File: config.mk
export PLATFORM = sky130hd
export DESIGN_NAME = exec_unit
export DESIGN_NICKNAME = d
export VERILOG_FILES = /design/src/exec_pkg.sv /design/src/op_lane_if.sv /design/src/addr_gen.sv /design/src/exec_unit.sv /design/src/fp_unit.sv
export VERILOG_INCLUDE_DIRS = /design/src
export SDC_FILE = /design/constraint.sdc
export NUM_CORES = 2
export LEC_CHECK = 0
export BUFFER_PORTS_ARGS = -buffer_cell sky130_fd_sc_hd__clkbuf_2
export CAP_MARGIN = 25
export CELL_PAD_IN_SITES_DETAIL_PLACEMENT = 2
export CELL_PAD_IN_SITES_GLOBAL_PLACEMENT = 2
export CORE_ASPECT_RATIO = 1.1
export CORE_UTILIZATION = 33
export CTS_CLUSTER_DIAMETER = 120
export DETAILED_ROUTE_END_ITERATION = 10
export MAX_ROUTING_LAYER = met4
export PLACE_DENSITY_LB_ADDON = 0.1
export SLEW_MARGIN = 20
export SYNTH_ARGS = -nofsm -noshare
export SYNTH_HDL_FRONTEND = slang
export SYNTH_SLANG_ARGS = --single-unit
File: constraint.sdc
create_clock -name CORE_CLK -period 2.8 [get_ports CORE_CLK]
set_input_delay 0.84 -clock CORE_CLK [delete_from_list [all_inputs] [get_ports CORE_CLK]]
set_output_delay 0.84 -clock CORE_CLK [all_outputs]
set_load 0.02 [all_outputs]
File: src/exec_regs.svh
`ifndef EXEC_REGS_SVH
`define EXEC_REGS_SVH

// status word bit positions
`define PSW_Z_BIT 0
`define PSW_S_BIT 1
`define PSW_OV_BIT 2
`define PSW_CY_BIT 3
`define PSW_INTDIS_BIT 12
`define PSW_AFLT_BIT 13
`define PSW_FIS_BIT 14
`define PSW_NMIP_BIT 15

// reset values
`define PSW_RESET 32'h0000_8000
`define SAVE_RESET 32'h0000_0000
`define CAUSE_RESET 32'h0000_0000

// system register numbers
`define SR_NRM_PC 5'h00
`define SR_NRM_ST 5'h01
`define SR_FAT_PC 5'h02
`define SR_FAT_ST 5'h03
`define SR_CAUSE 5'h04
`define SR_STATUS 5'h05

// trap handler and cause code layout
`define TRAP_VEC_BASE 32'hffff_ff00
`define TRAP_CODE_BASE 16'hff00
`define TRAP_VEC_SHIFT 4

// lane selects
`define LANE_FSUB 2'h0
`define LANE_FTRUNC 2'h1
`define LANE_BYTE 2'h0
`define LANE_HALF 2'h1
`define LANE_WORD 2'h2

`endif

File: src/exec_pkg.sv
package exec_pkg;
   typedef enum logic [3:0] {
      OP_LSHIFT_IMM,
      OP_RSHIFT_REG,
      OP_RSHIFT_IMM,
      OP_BYTE_WRITE,
      OP_HALF_WRITE,
      OP_WORD_WRITE,
      OP_SYSREG_READ,
      OP_INT_MINUS,
      OP_FLOAT_MINUS,
      OP_SW_TRAP,
      OP_FLOAT_TRUNC,
      OP_XOR_REG,
      OP_XOR_IMM,
      OP_BSTR_XOR,
      OP_BSTR_XNOR
   } op_e;

   typedef logic [31:0] word_t;
endpackage

File: src/op_lane_if.sv
`timescale 1ns/1ps
interface op_lane_if;
   exec_pkg::word_t a;
   exec_pkg::word_t b;
   logic [15:0] imm;
   logic [1:0] sel;
   exec_pkg::word_t res;
   logic cy;

   modport core (output a, output b, output imm, output sel, input res, input cy);
   modport unit (input a, input b, input imm, input sel, output res, output cy);
endinterface
File: src/addr_gen.sv
`timescale 1ns/1ps
`include "exec_regs.svh"
// a = base register, imm = displacement, sel = access size
module addr_gen (
   op_lane_if.unit ln
);
   exec_pkg::word_t disp;

   always_comb begin
      disp = {{16{ln.imm[15]}}, ln.imm};
      // masking the displacement, not the sum: a misaligned base still yields misaligned addresses
      unique case (ln.sel)
         `LANE_HALF: disp[0] = 1'b0;
         `LANE_WORD: disp[1:0] = 2'b00;
         default: disp = disp;
      endcase
   end

   assign ln.res = ln.a + disp;
   assign ln.cy = 1'b0;
endmodule

File: src/exec_unit.sv
`timescale 1ns/1ps
`include "exec_regs.svh"
module exec_unit (
   // clock and reset
   input wire logic CORE_CLK,
   input wire logic NRST,
   // instruction issue
   input wire logic OP_VALID,
   input wire exec_pkg::op_e OP_CODE,
   input wire exec_pkg::word_t SRC_VAL,
   input wire exec_pkg::word_t DST_VAL,
   input wire logic [15:0] IMM16,
   input wire logic [4:0] SEL5,
   input wire exec_pkg::word_t RET_PC,
   // status word load
   input wire logic STATUS_WE,
   input wire exec_pkg::word_t STATUS_WDATA,
   // result write-back
   output logic DONE,
   output logic GPR_WE,
   output logic BSTR_WE,
   output exec_pkg::word_t RESULT,
   // memory write
   output logic MEM_WE,
   output exec_pkg::word_t MEM_ADDR,
   output exec_pkg::word_t MEM_WDATA,
   output logic [3:0] MEM_BE,
   // trap
   output logic TRAP_TAKEN,
   output exec_pkg::word_t TRAP_PC,
   // state
   output exec_pkg::word_t STATUS
);
   op_lane_if fp_ln ();
   op_lane_if ag_ln ();

   fp_unit u_fp (
      .ln(fp_ln)
   );

   addr_gen u_ag (
      .ln(ag_ln)
   );

   exec_pkg::word_t status_q, status_d;
   exec_pkg::word_t nrm_pc_q, nrm_st_q, fat_pc_q, fat_st_q, cause_q;
   exec_pkg::word_t res_d, result_q;
   logic gpr_we_d, bstr_we_d, mem_we_d, trap_d;
   logic done_q, gpr_we_q, bstr_we_q, mem_we_q, trap_q;
   logic flags_upd, cy_upd, ov_d, cy_d;
   logic [32:0] wide;
   logic [3:0] be_d, be_q;
   exec_pkg::word_t wdata_d, wdata_q, addr_q, trap_pc_q;
   logic fis;
   logic is_trap;

   function automatic exec_pkg::word_t sysreg_sel(input logic [4:0] num,
                                                  input exec_pkg::word_t st);
      unique case (num)
         `SR_NRM_PC: return nrm_pc_q;
         `SR_NRM_ST: return nrm_st_q;
         `SR_FAT_PC: return fat_pc_q;
         `SR_FAT_ST: return fat_st_q;
         `SR_CAUSE: return cause_q;
         `SR_STATUS: return st;
         default: return 32'h0000_0000;
      endcase
   endfunction

   assign fis = status_q[`PSW_FIS_BIT];
   assign is_trap = OP_VALID && (OP_CODE == exec_pkg::OP_SW_TRAP);

   assign fp_ln.a = DST_VAL;
   assign fp_ln.b = SRC_VAL;
   assign fp_ln.imm = IMM16;
   assign fp_ln.sel = (OP_CODE == exec_pkg::OP_FLOAT_TRUNC) ? `LANE_FTRUNC : `LANE_FSUB;

   assign ag_ln.a = SRC_VAL;
   assign ag_ln.b = DST_VAL;
   assign ag_ln.imm = IMM16;
   always_comb begin
      unique case (OP_CODE)
         exec_pkg::OP_HALF_WRITE: ag_ln.sel = `LANE_HALF;
         exec_pkg::OP_WORD_WRITE: ag_ln.sel = `LANE_WORD;
         default: ag_ln.sel = `LANE_BYTE;
      endcase
   end

   // datapath: result, write enables and new flag values
   always_comb begin
      res_d = DST_VAL;
      gpr_we_d = 1'b0;
      bstr_we_d = 1'b0;
      mem_we_d = 1'b0;
      trap_d = 1'b0;
      flags_upd = 1'b0;
      cy_upd = 1'b0;
      cy_d = 1'b0;
      ov_d = 1'b0;
      wide = 33'h0;
      be_d = 4'h0;
      wdata_d = DST_VAL;
      unique case (OP_CODE)
         exec_pkg::OP_LSHIFT_IMM: begin
            wide = {1'b0, DST_VAL} << {28'h0, SEL5};
            res_d = wide[31:0];
            cy_d = wide[32];
            gpr_we_d = 1'b1;
            flags_upd = 1'b1;
            cy_upd = 1'b1;
         end
         exec_pkg::OP_RSHIFT_REG: begin
            // zero enters the msb; carry is the last bit shifted out
            wide = {DST_VAL, 1'b0} >> {28'h0, SRC_VAL[4:0]};
            res_d = wide[32:1];
            cy_d = wide[0];
            gpr_we_d = 1'b1;
            flags_upd = 1'b1;
            cy_upd = 1'b1;
         end
         exec_pkg::OP_RSHIFT_IMM: begin
            wide = {DST_VAL, 1'b0} >> {28'h0, SEL5};
            res_d = wide[32:1];
            cy_d = wide[0];
            gpr_we_d = 1'b1;
            flags_upd = 1'b1;
            cy_upd = 1'b1;
         end
         exec_pkg::OP_BYTE_WRITE: begin
            mem_we_d = 1'b1;
            wdata_d = {4{DST_VAL[7:0]}};
            be_d = 4'h1 << ag_ln.res[1:0];
         end
         exec_pkg::OP_HALF_WRITE: begin
            mem_we_d = 1'b1;
            wdata_d = {2{DST_VAL[15:0]}};
            be_d = 4'h3 << {ag_ln.res[1], 1'b0};
         end
         exec_pkg::OP_WORD_WRITE: begin
            mem_we_d = 1'b1;
            wdata_d = DST_VAL;
            be_d = 4'hf;
         end
         exec_pkg::OP_SYSREG_READ: begin
            res_d = sysreg_sel(SEL5, status_q);
            gpr_we_d = 1'b1;
         end
         exec_pkg::OP_INT_MINUS: begin
            wide = {1'b0, DST_VAL} - {1'b0, SRC_VAL};
            res_d = wide[31:0];
            cy_d = wide[32];
            ov_d = (DST_VAL[31] ^ SRC_VAL[31]) & (DST_VAL[31] ^ wide[31]);
            gpr_we_d = 1'b1;
            flags_upd = 1'b1;
            cy_upd = 1'b1;
         end
         exec_pkg::OP_FLOAT_MINUS: begin
            res_d = fp_ln.res;
            cy_d = fp_ln.cy;
            gpr_we_d = 1'b1;
            flags_upd = 1'b1;
            cy_upd = 1'b1;
         end
         exec_pkg::OP_SW_TRAP: begin
            trap_d = 1'b1;
         end
         exec_pkg::OP_FLOAT_TRUNC: begin
            res_d = fp_ln.res;
            gpr_we_d = 1'b1;
            flags_upd = 1'b1;
         end
         exec_pkg::OP_XOR_REG: begin
            res_d = DST_VAL ^ SRC_VAL;
            gpr_we_d = 1'b1;
            flags_upd = 1'b1;
         end
         exec_pkg::OP_XOR_IMM: begin
            res_d = {16'h0000, IMM16} ^ SRC_VAL;
            gpr_we_d = 1'b1;
            flags_upd = 1'b1;
         end
         exec_pkg::OP_BSTR_XOR: begin
            res_d = DST_VAL ^ SRC_VAL;
            bstr_we_d = 1'b1;
         end
         exec_pkg::OP_BSTR_XNOR: begin
            res_d = DST_VAL ^ ~SRC_VAL;
            bstr_we_d = 1'b1;
         end
         // code 15 is unused: it behaves as a no-op with no strobe other than DONE
         default: begin
         end
      endcase
   end

   // status word next value
   always_comb begin
      status_d = status_q;
      if (STATUS_WE) begin
         status_d = STATUS_WDATA;
      end
      if (OP_VALID && flags_upd) begin
         status_d[`PSW_S_BIT] = res_d[31];
         status_d[`PSW_Z_BIT] = (res_d == 32'h0000_0000);
         status_d[`PSW_OV_BIT] = ov_d;
         if (cy_upd) begin
            status_d[`PSW_CY_BIT] = cy_d;
         end
      end
      if (is_trap) begin
         status_d[`PSW_INTDIS_BIT] = 1'b1;
         status_d[`PSW_AFLT_BIT] = 1'b0;
         if (fis) begin
            status_d[`PSW_NMIP_BIT] = 1'b1;
         end else begin
            status_d[`PSW_INTDIS_BIT] = 1'b1;
         end
      end
   end

   always_ff @(posedge CORE_CLK or negedge NRST) begin
      if (!NRST) begin
         status_q <= `PSW_RESET;
      end else begin
         status_q <= status_d;
      end
   end

   // the pair chosen depends on the status word before this trap
   always_ff @(posedge CORE_CLK or negedge NRST) begin
      if (!NRST) begin
         nrm_pc_q <= `SAVE_RESET;
         nrm_st_q <= `SAVE_RESET;
         fat_pc_q <= `SAVE_RESET;
         fat_st_q <= `SAVE_RESET;
      end else if (is_trap) begin
         if (fis) begin
            fat_pc_q <= RET_PC;
            fat_st_q <= status_q;
         end else begin
            nrm_pc_q <= RET_PC;
            nrm_st_q <= status_q;
         end
      end
   end

   always_ff @(posedge CORE_CLK or negedge NRST) begin
      if (!NRST) begin
         cause_q <= `CAUSE_RESET;
      end else if (is_trap) begin
         if (fis) begin
            cause_q[31:16] <= `TRAP_CODE_BASE + {11'h000, SEL5};
         end else begin
            cause_q[15:0] <= `TRAP_CODE_BASE + {11'h000, SEL5};
         end
      end
   end

   // registered outputs, one cycle after issue
   always_ff @(posedge CORE_CLK or negedge NRST) begin
      if (!NRST) begin
         done_q <= 1'b0;
         gpr_we_q <= 1'b0;
         bstr_we_q <= 1'b0;
         mem_we_q <= 1'b0;
         trap_q <= 1'b0;
      end else begin
         done_q <= OP_VALID;
         gpr_we_q <= OP_VALID && gpr_we_d;
         bstr_we_q <= OP_VALID && bstr_we_d;
         mem_we_q <= OP_VALID && mem_we_d;
         trap_q <= OP_VALID && trap_d;
      end
   end

   always_ff @(posedge CORE_CLK or negedge NRST) begin
      if (!NRST) begin
         result_q <= 32'h0000_0000;
         addr_q <= 32'h0000_0000;
         wdata_q <= 32'h0000_0000;
         be_q <= 4'h0;
         trap_pc_q <= 32'h0000_0000;
      end else if (OP_VALID) begin
         result_q <= res_d;
         addr_q <= ag_ln.res;
         wdata_q <= wdata_d;
         be_q <= mem_we_d ? be_d : 4'h0;
         trap_pc_q <= `TRAP_VEC_BASE + {23'h0, SEL5, 4'h0};
      end
   end

   assign DONE = done_q;
   assign GPR_WE = gpr_we_q;
   assign BSTR_WE = bstr_we_q;
   assign RESULT = result_q;
   assign MEM_WE = mem_we_q;
   assign MEM_ADDR = addr_q;
   assign MEM_WDATA = wdata_q;
   assign MEM_BE = be_q;
   assign TRAP_TAKEN = trap_q;
   assign TRAP_PC = trap_pc_q;
   assign STATUS = status_q;
endmodule

File: src/fp_unit.sv
`timescale 1ns/1ps
`include "exec_regs.svh"
// single precision, denormals flushed to zero, results truncated toward zero
module fp_unit (
   op_lane_if.unit ln
);
   logic [7:0] ea, eb, el, es, ediff;
   logic [23:0] ma, mb, ml, ms;
   logic sa, sb, sl, swap;
   logic [27:0] ext_s, sum, norm;
   logic [4:0] lz;
   logic [9:0] er;
   exec_pkg::word_t fsub_res, trunc_res, mag;

   function automatic logic [4:0] lead_zeros(input logic [27:0] v);
      logic [4:0] n;
      n = 5'd27;
      for (int i = 0; i < 27; i++) begin
         if (v[i]) begin
            n = 5'(26 - i);
         end
      end
      return n;
   endfunction

   always_comb begin
      ea = ln.a[30:23];
      eb = ln.b[30:23];
      ma = (ea == 8'h00) ? 24'h0 : {1'b1, ln.a[22:0]};
      mb = (eb == 8'h00) ? 24'h0 : {1'b1, ln.b[22:0]};
      sa = ln.a[31];
      sb = ~ln.b[31];
      swap = {ea, ma} < {eb, mb};
      el = swap ? eb : ea;
      es = swap ? ea : eb;
      ml = swap ? mb : ma;
      ms = swap ? ma : mb;
      sl = swap ? sb : sa;
      ediff = el - es;
      ext_s = (ediff > 8'd27) ? 28'h0 : ({1'b0, ms, 3'b000} >> ediff);
      sum = (sa == sb) ? ({1'b0, ml, 3'b000} + ext_s) : ({1'b0, ml, 3'b000} - ext_s);
      lz = lead_zeros(sum);
      if (sum[27]) begin
         norm = sum >> 1;
         er = {2'b00, el} + 10'd1;
      end else begin
         norm = sum << lz;
         er = {2'b00, el} - {5'b00000, lz};
      end
      if (ea == 8'hff) begin
         fsub_res = ln.a;
      end else if (eb == 8'hff) begin
         fsub_res = {~ln.b[31], ln.b[30:0]};
      end else if (sum == 28'h0 || er[9] || er == 10'h0) begin
         // exact cancellation gives +0 so the zero flag sees all zeros
         fsub_res = 32'h0000_0000;
      end else if (er >= 10'h0ff) begin
         fsub_res = {sl, 8'hff, 23'h0};
      end else begin
         fsub_res = {sl, er[7:0], norm[25:3]};
      end
   end

   // out-of-range values saturate to the most negative integer
   always_comb begin
      mag = {1'b1, ln.b[22:0], 8'h00} >> (8'd158 - eb);
      if (eb < 8'd127) begin
         trunc_res = 32'h0000_0000;
      end else if (eb > 8'd157) begin
         trunc_res = 32'h8000_0000;
      end else begin
         trunc_res = ln.b[31] ? (32'h0 - mag) : mag;
      end
   end

   assign ln.res = (ln.sel == `LANE_FTRUNC) ? trunc_res : fsub_res;
   assign ln.cy = ln.res[31];
endmodule

==> results of run 1 <==
-- cell families after synthesis --
group	Yosys count	synth area share
AO/OA/AOI/OAI	1437	0.274
XOR/XNOR	171	0.0436
adder cells (fa/ha/maj)	157	0.0579
buffers and inverters	545	0.0641
flip-flops	280	0.204
multiplexers	523	0.176
other	1	0.000109
AND/OR/NAND/NOR	1340	0.180
-- metrics by stage --
step	hold slack, ns	area [µm²]	utilization
after floorplan	0.439	35100	-
after global placement	0.454	48800	0.475
after detailed placement	0.479	48800	0.475
after CTS	0.178	52200	0.508
-- metal layers --
metal | GRT usage | overflow
met1 | 0.680 | 0
met2 | 0.916 | 9
met3 | 0.458 | 0
met4 | 0.754 | 5
met5 | - | -
-- what timing repair did --
item,CTS
pin swaps,156
gates cloned,3
hold buffers,0
setup endpoints to repair,64
gates resized for setup,344
buffers inserted,129
-- synthesized netlist by cell type (all sizes together) (41+ instances only) --
library cell    n
nand2         439
nor2          375
a21oi         374
o21ai         359
clkbuf        284
dfrtp         279
mux2          251
mux2i         232
inv           168
ha            152
nand3         132
xnor2         124
buf            93
nor3           89
a22oi          88
a211oi         61
nand2b         60
a31oi          54
o211ai         50
a221oi         47
xor2           47
and2           44
and3           41
==> metrics.md, run 1 <==
| Metric | Value |
|---|---|
| Yosys warns | 0 |
| Post-DP HPWL | 211 mm |
| Row count | 123 |
| Top FF cell, synth | dfrtp_1 |
| Final Wtd Congestion | ~1.1 |
| Last stage reached | global routing (5_1_grt) |
| Largest net degree at the start of global routing | 72 |
| Synth top area cells | dfrtp_1, mux2_2, mux2i_1 |
| Status | stopped before the end |
| Mapped Cells | 4454 |
| PortBufs | between 300 and 400 |
| Yosys cell types | 109 |
| Starting Density | 0.334 |
| CTS buffer count | 30 |
| Share of the synthesized area in the top cell type | 0.203 |
| Run Error | [ERROR GRT-0232] Routing congestion too high. Check the congestion heatmap in the GUI. |
| Clock tree root driver cell | clkbuf_16 |
| Placed Cells | 7329 |
| Die Y | between 300 and 400 µm |
| Register area share after synthesis | 0.204 |
| GR Overflow Total | 14 |
| Register bit total from synthesis | 280 |
| Top-Level Pins | about 330 |
| CTS Sinks | between 200 and 300 |
| Number of flops mapped to enable cells by yosys | 0 |
| Die width | 310 µm |
| Total track usage | 0.710 |
| Mean Syn Cell Area | between 7 and 8 µm² |
| H-tree Lvls | 1 |
| Cell area after synthesis | 0.0344 mm² |
| Async set-reset flop share out of synthesis | 1.00 |
| Largest area contributor in the netlist | dfrtp_1 |
| Setup WS pre-CTS | -10.99 ns |
| CTS max path bufs | 3 |
==> run 2: changes to the inputs <==
- CELL_PAD_IN_SITES_DETAIL_PLACEMENT: 2 -> default
- CELL_PAD_IN_SITES_GLOBAL_PLACEMENT: 2 -> default
- CORE_ASPECT_RATIO: 1.1 -> default
- CORE_UTILIZATION: 33 -> 25
- CTS_CLUSTER_DIAMETER: 120 -> default
- MAX_ROUTING_LAYER: met4 -> default
- PLACE_DENSITY_LB_ADDON: 0.1 -> 0.15
- clock period: 2.8 -> 3.6 ns (I/O delays scaled with it)
==> metrics.md, run 2 <==
| Metric | Value |
|---|---|
| Worst path max stage delay | 0.64 ns |
| Crit-path max FO | 38 |
| Placed Area | 0.0493 mm² |
| Clock tree root driver cell | clkbuf_16 |
| Final Wtd Congestion | ~1.1 |
| Initial antenna violation count | 10 |
| Starting Density | 0.253 |
| Tightest Pin Transition | slightly below 0.9 ns |
| Final Instance Count excl. Fillers | 7871 |
| Nets@finish | between 6000 and 7000 |
| Post-DP HPWL | between 150 and 200 mm |
| F_max | 81.7 MHz |
| Slew Viols, Final | 0 |
| Drt first pass iters | 6 |
| WL final | 224 mm |
| Startpoint types | input port |
| Commonest non-fill, non-tap cell in the layout | buf_4 |
| Register bit total from synthesis | 280 |
| Synth top cells by count | nand2_1, nor2_1, a21oi_1 |
| Violated checks | setup timing |
| CTS Sinks | 280 |
| Min Hold Slack | 0.474 ns |
| Area grow syn2layout | 53.2% |
| CP Capture Type | flip-flop |
| Synth top area cells | dfrtp_1, mux2_2, mux2i_1 |
| Number of flops mapped to enable cells by yosys | 0 |
| Register area share after synthesis | 0.204 |
| First-pass GRT wire length | 314 mm |
| Row count | 135 |
| Max cap viols | 0 |
| Initial DRC count | around 3800 |
| CTS buffer count | 36 |
| Setup ws final | -8.64 ns |
| Most frequent cells in the layout | buf_4, nand2_1, nor2_1 |
| Remaining DRCs | 0 |
| Worst-path clk slew | 0.08 ns |
| Async set-reset flop share out of synthesis | 1.00 |
| CTS tree | yes |
| Worst Setup Path Type | in -> reg |
| H-tree Lvls | 2 |
| Pleak | 24.6 nW |
| CP dominant cell by count | buf_4 |
| RSZ-0062 raised after global routing | yes |
| Skew final | 0.0644 ns |
| Placed Cells | 7729 |
| Rel. slew slack | 0.421 |
| CP arrival | 12.76 ns |
| CTS max path bufs | 3 |
| Total track usage | 0.311 |
| Routed vias | 42787 |
| Status | finished, violations left |
| Post-route ant nets | 0 |
| Mapped Cells | 4454 |
| Die width | approximately 370 µm |
| Total negative setup slack | -310.82 ns |
| Post-route design area | 0.0526 mm² |
| GR Overflow Total | 0 |
| Vias/cell | 5.44 |
| Count leader, synth | nand2_1 |
| Slowest CP cell | mux4_2 |
| PortBufs | 321 |
| HP Class | reg -> reg |
| Fin crit share | 3.40 |
| Core footprint | 0.136 mm² |
| Die Y | between 300 and 400 µm |
| Power density over cell area | 395 mW/mm² |
| Top-Level Pins | 326 |
| Delay-heaviest family, CP | compound AO/OA/AOI/OAI gates |
| Clk_lat worst skew | 0.62 ns |
| Cell area after synthesis | around 0.034 mm² |
| Buf+Inv Stages, Crit Path | 10 |
| Largest area contributor in the netlist | dfrtp_1 |
| Vias in the first global route | 41860 |
| Die area | between 0.1 and 0.15 mm² |
| Final design utilization | 0.387 |
| Top FF cell, synth | dfrtp_1 |
| Yosys warns | 0 |
| Layout cells sized above 1 | 0.431 |
| Wirelength per Cell | 28.4 µm |
| Largest net degree at the start of global routing | 89 |
| Hold Violations, Final | 0 |
| Yosys cell types | 109 |
| Tmin final | 12.24 ns |
| Share of the synthesized area in the top cell type | 0.203 |
| Worst VDD drop | 0.000344 V |
| Mean Syn Cell Area | 7.72 µm² |
| Endpoints failing setup | 57 |
| Crit path required time | about 4 ns |
run 2: cell counts after synthesis:
Identical to the previous run, type by type.
run 2: final cells by class:
type	instances	area, µm²
Inverter	168	666
Clock inverter	17	274
Timing Repair Buffer	1940	14500
Antenna cell	3	7.51
Clock buffer	49	1030
Multi-Input combinational cell	3632	26900
Tap cell	1781	2230
Fill cell	14279	83300
Sequential cell	280	7010
Timing Repair inverter	1	6.26
run 2: repair_timing:
action | 4_1_cts | 5_1_grt
buffers inserted | 28 | 51
gates cloned | 1 | 2
pin swaps | 87 | 109
setup endpoints to repair | 57 | 59
hold buffers | 0 | 0
gates resized for setup | 166 | 167
run 2: path summary, 6_finish.rpt:
path / to / slack, ns / cells past startpoint / from
max in group asynchronous: STATUS[15] / 2.30 / 2 / NRST
hold / removal: cause_q[14] / 0.47 / 1 / cause_q[14]
hold reg to reg: cause_q[14] / 0.47 / 1 / cause_q[14]
setup reg to reg: STATUS[0] / -0.27 / 16 / nrm_st_q[20]
setup / recovery: STATUS[0] / -8.64 / 59 / DST_VAL[29]
min in group asynchronous: nrm_pc_q[7] / 0.50 / 1 / NRST
run 2: power by group:
group          switching (W)  total [W]  internal [W]
Sequential          0.000405    0.00416       0.00376
Clock                0.00157    0.00402       0.00245
Combinational        0.00697     0.0126       0.00565
Total                0.00894     0.0208        0.0119
run 2: logic make-up (layout without fill, tap and decap cells):
| family | after synthesis | count (layout) | synth area share |
|---|---|---|---|
| compound gates | 1437 | 1437 | 0.274 |
| other cells | 1 | 7 | 0.000109 |
| xor+xnor | 171 | 171 | 0.0436 |
| flops | 280 | 280 | 0.204 |
| buf+inv | 545 | 2175 | 0.0641 |
| simple gates | 1340 | 1340 | 0.180 |
| fa+ha+maj | 157 | 157 | 0.0579 |
| mux | 523 | 523 | 0.176 |
run 2: stage by stage:
step	setup slack, ns	power [W]
4_1_cts	-8.41	0.0204
5_1_grt	-9.15	0.0217
6_report	-8.64	0.0208
3_3_place_gp	-9.61	0.0160
2_1_floorplan	-9.82	0.00972
3_5_place_dp	-9.87	0.0160
run 2: metal layers:
metal / part of all wire / vias up / wire length [µm] / global-route usage
met5: 0.00024 / - / 53 / 0
li1: - / 19668 / - / -
met1: 0.43 / 21110 / 95200 / 0.399
met4: 0.057 / 8 / 12800 / 0.157
met3: 0.059 / 387 / 13200 / 0.0426
met2: 0.46 / 1614 / 102000 / 0.507
run 2: worst reg2reg max path: cells and delay by family (launching register included):
| family | cells | cell delay, ns |
|---|---|---|
| compound gates | 10 | 2.38 |
| simple gates | 5 | 0.90 |
| flops | 1 | 0.39 |
| buf+inv | 1 | 0.18 |
(Power assumes the default switching activity.)
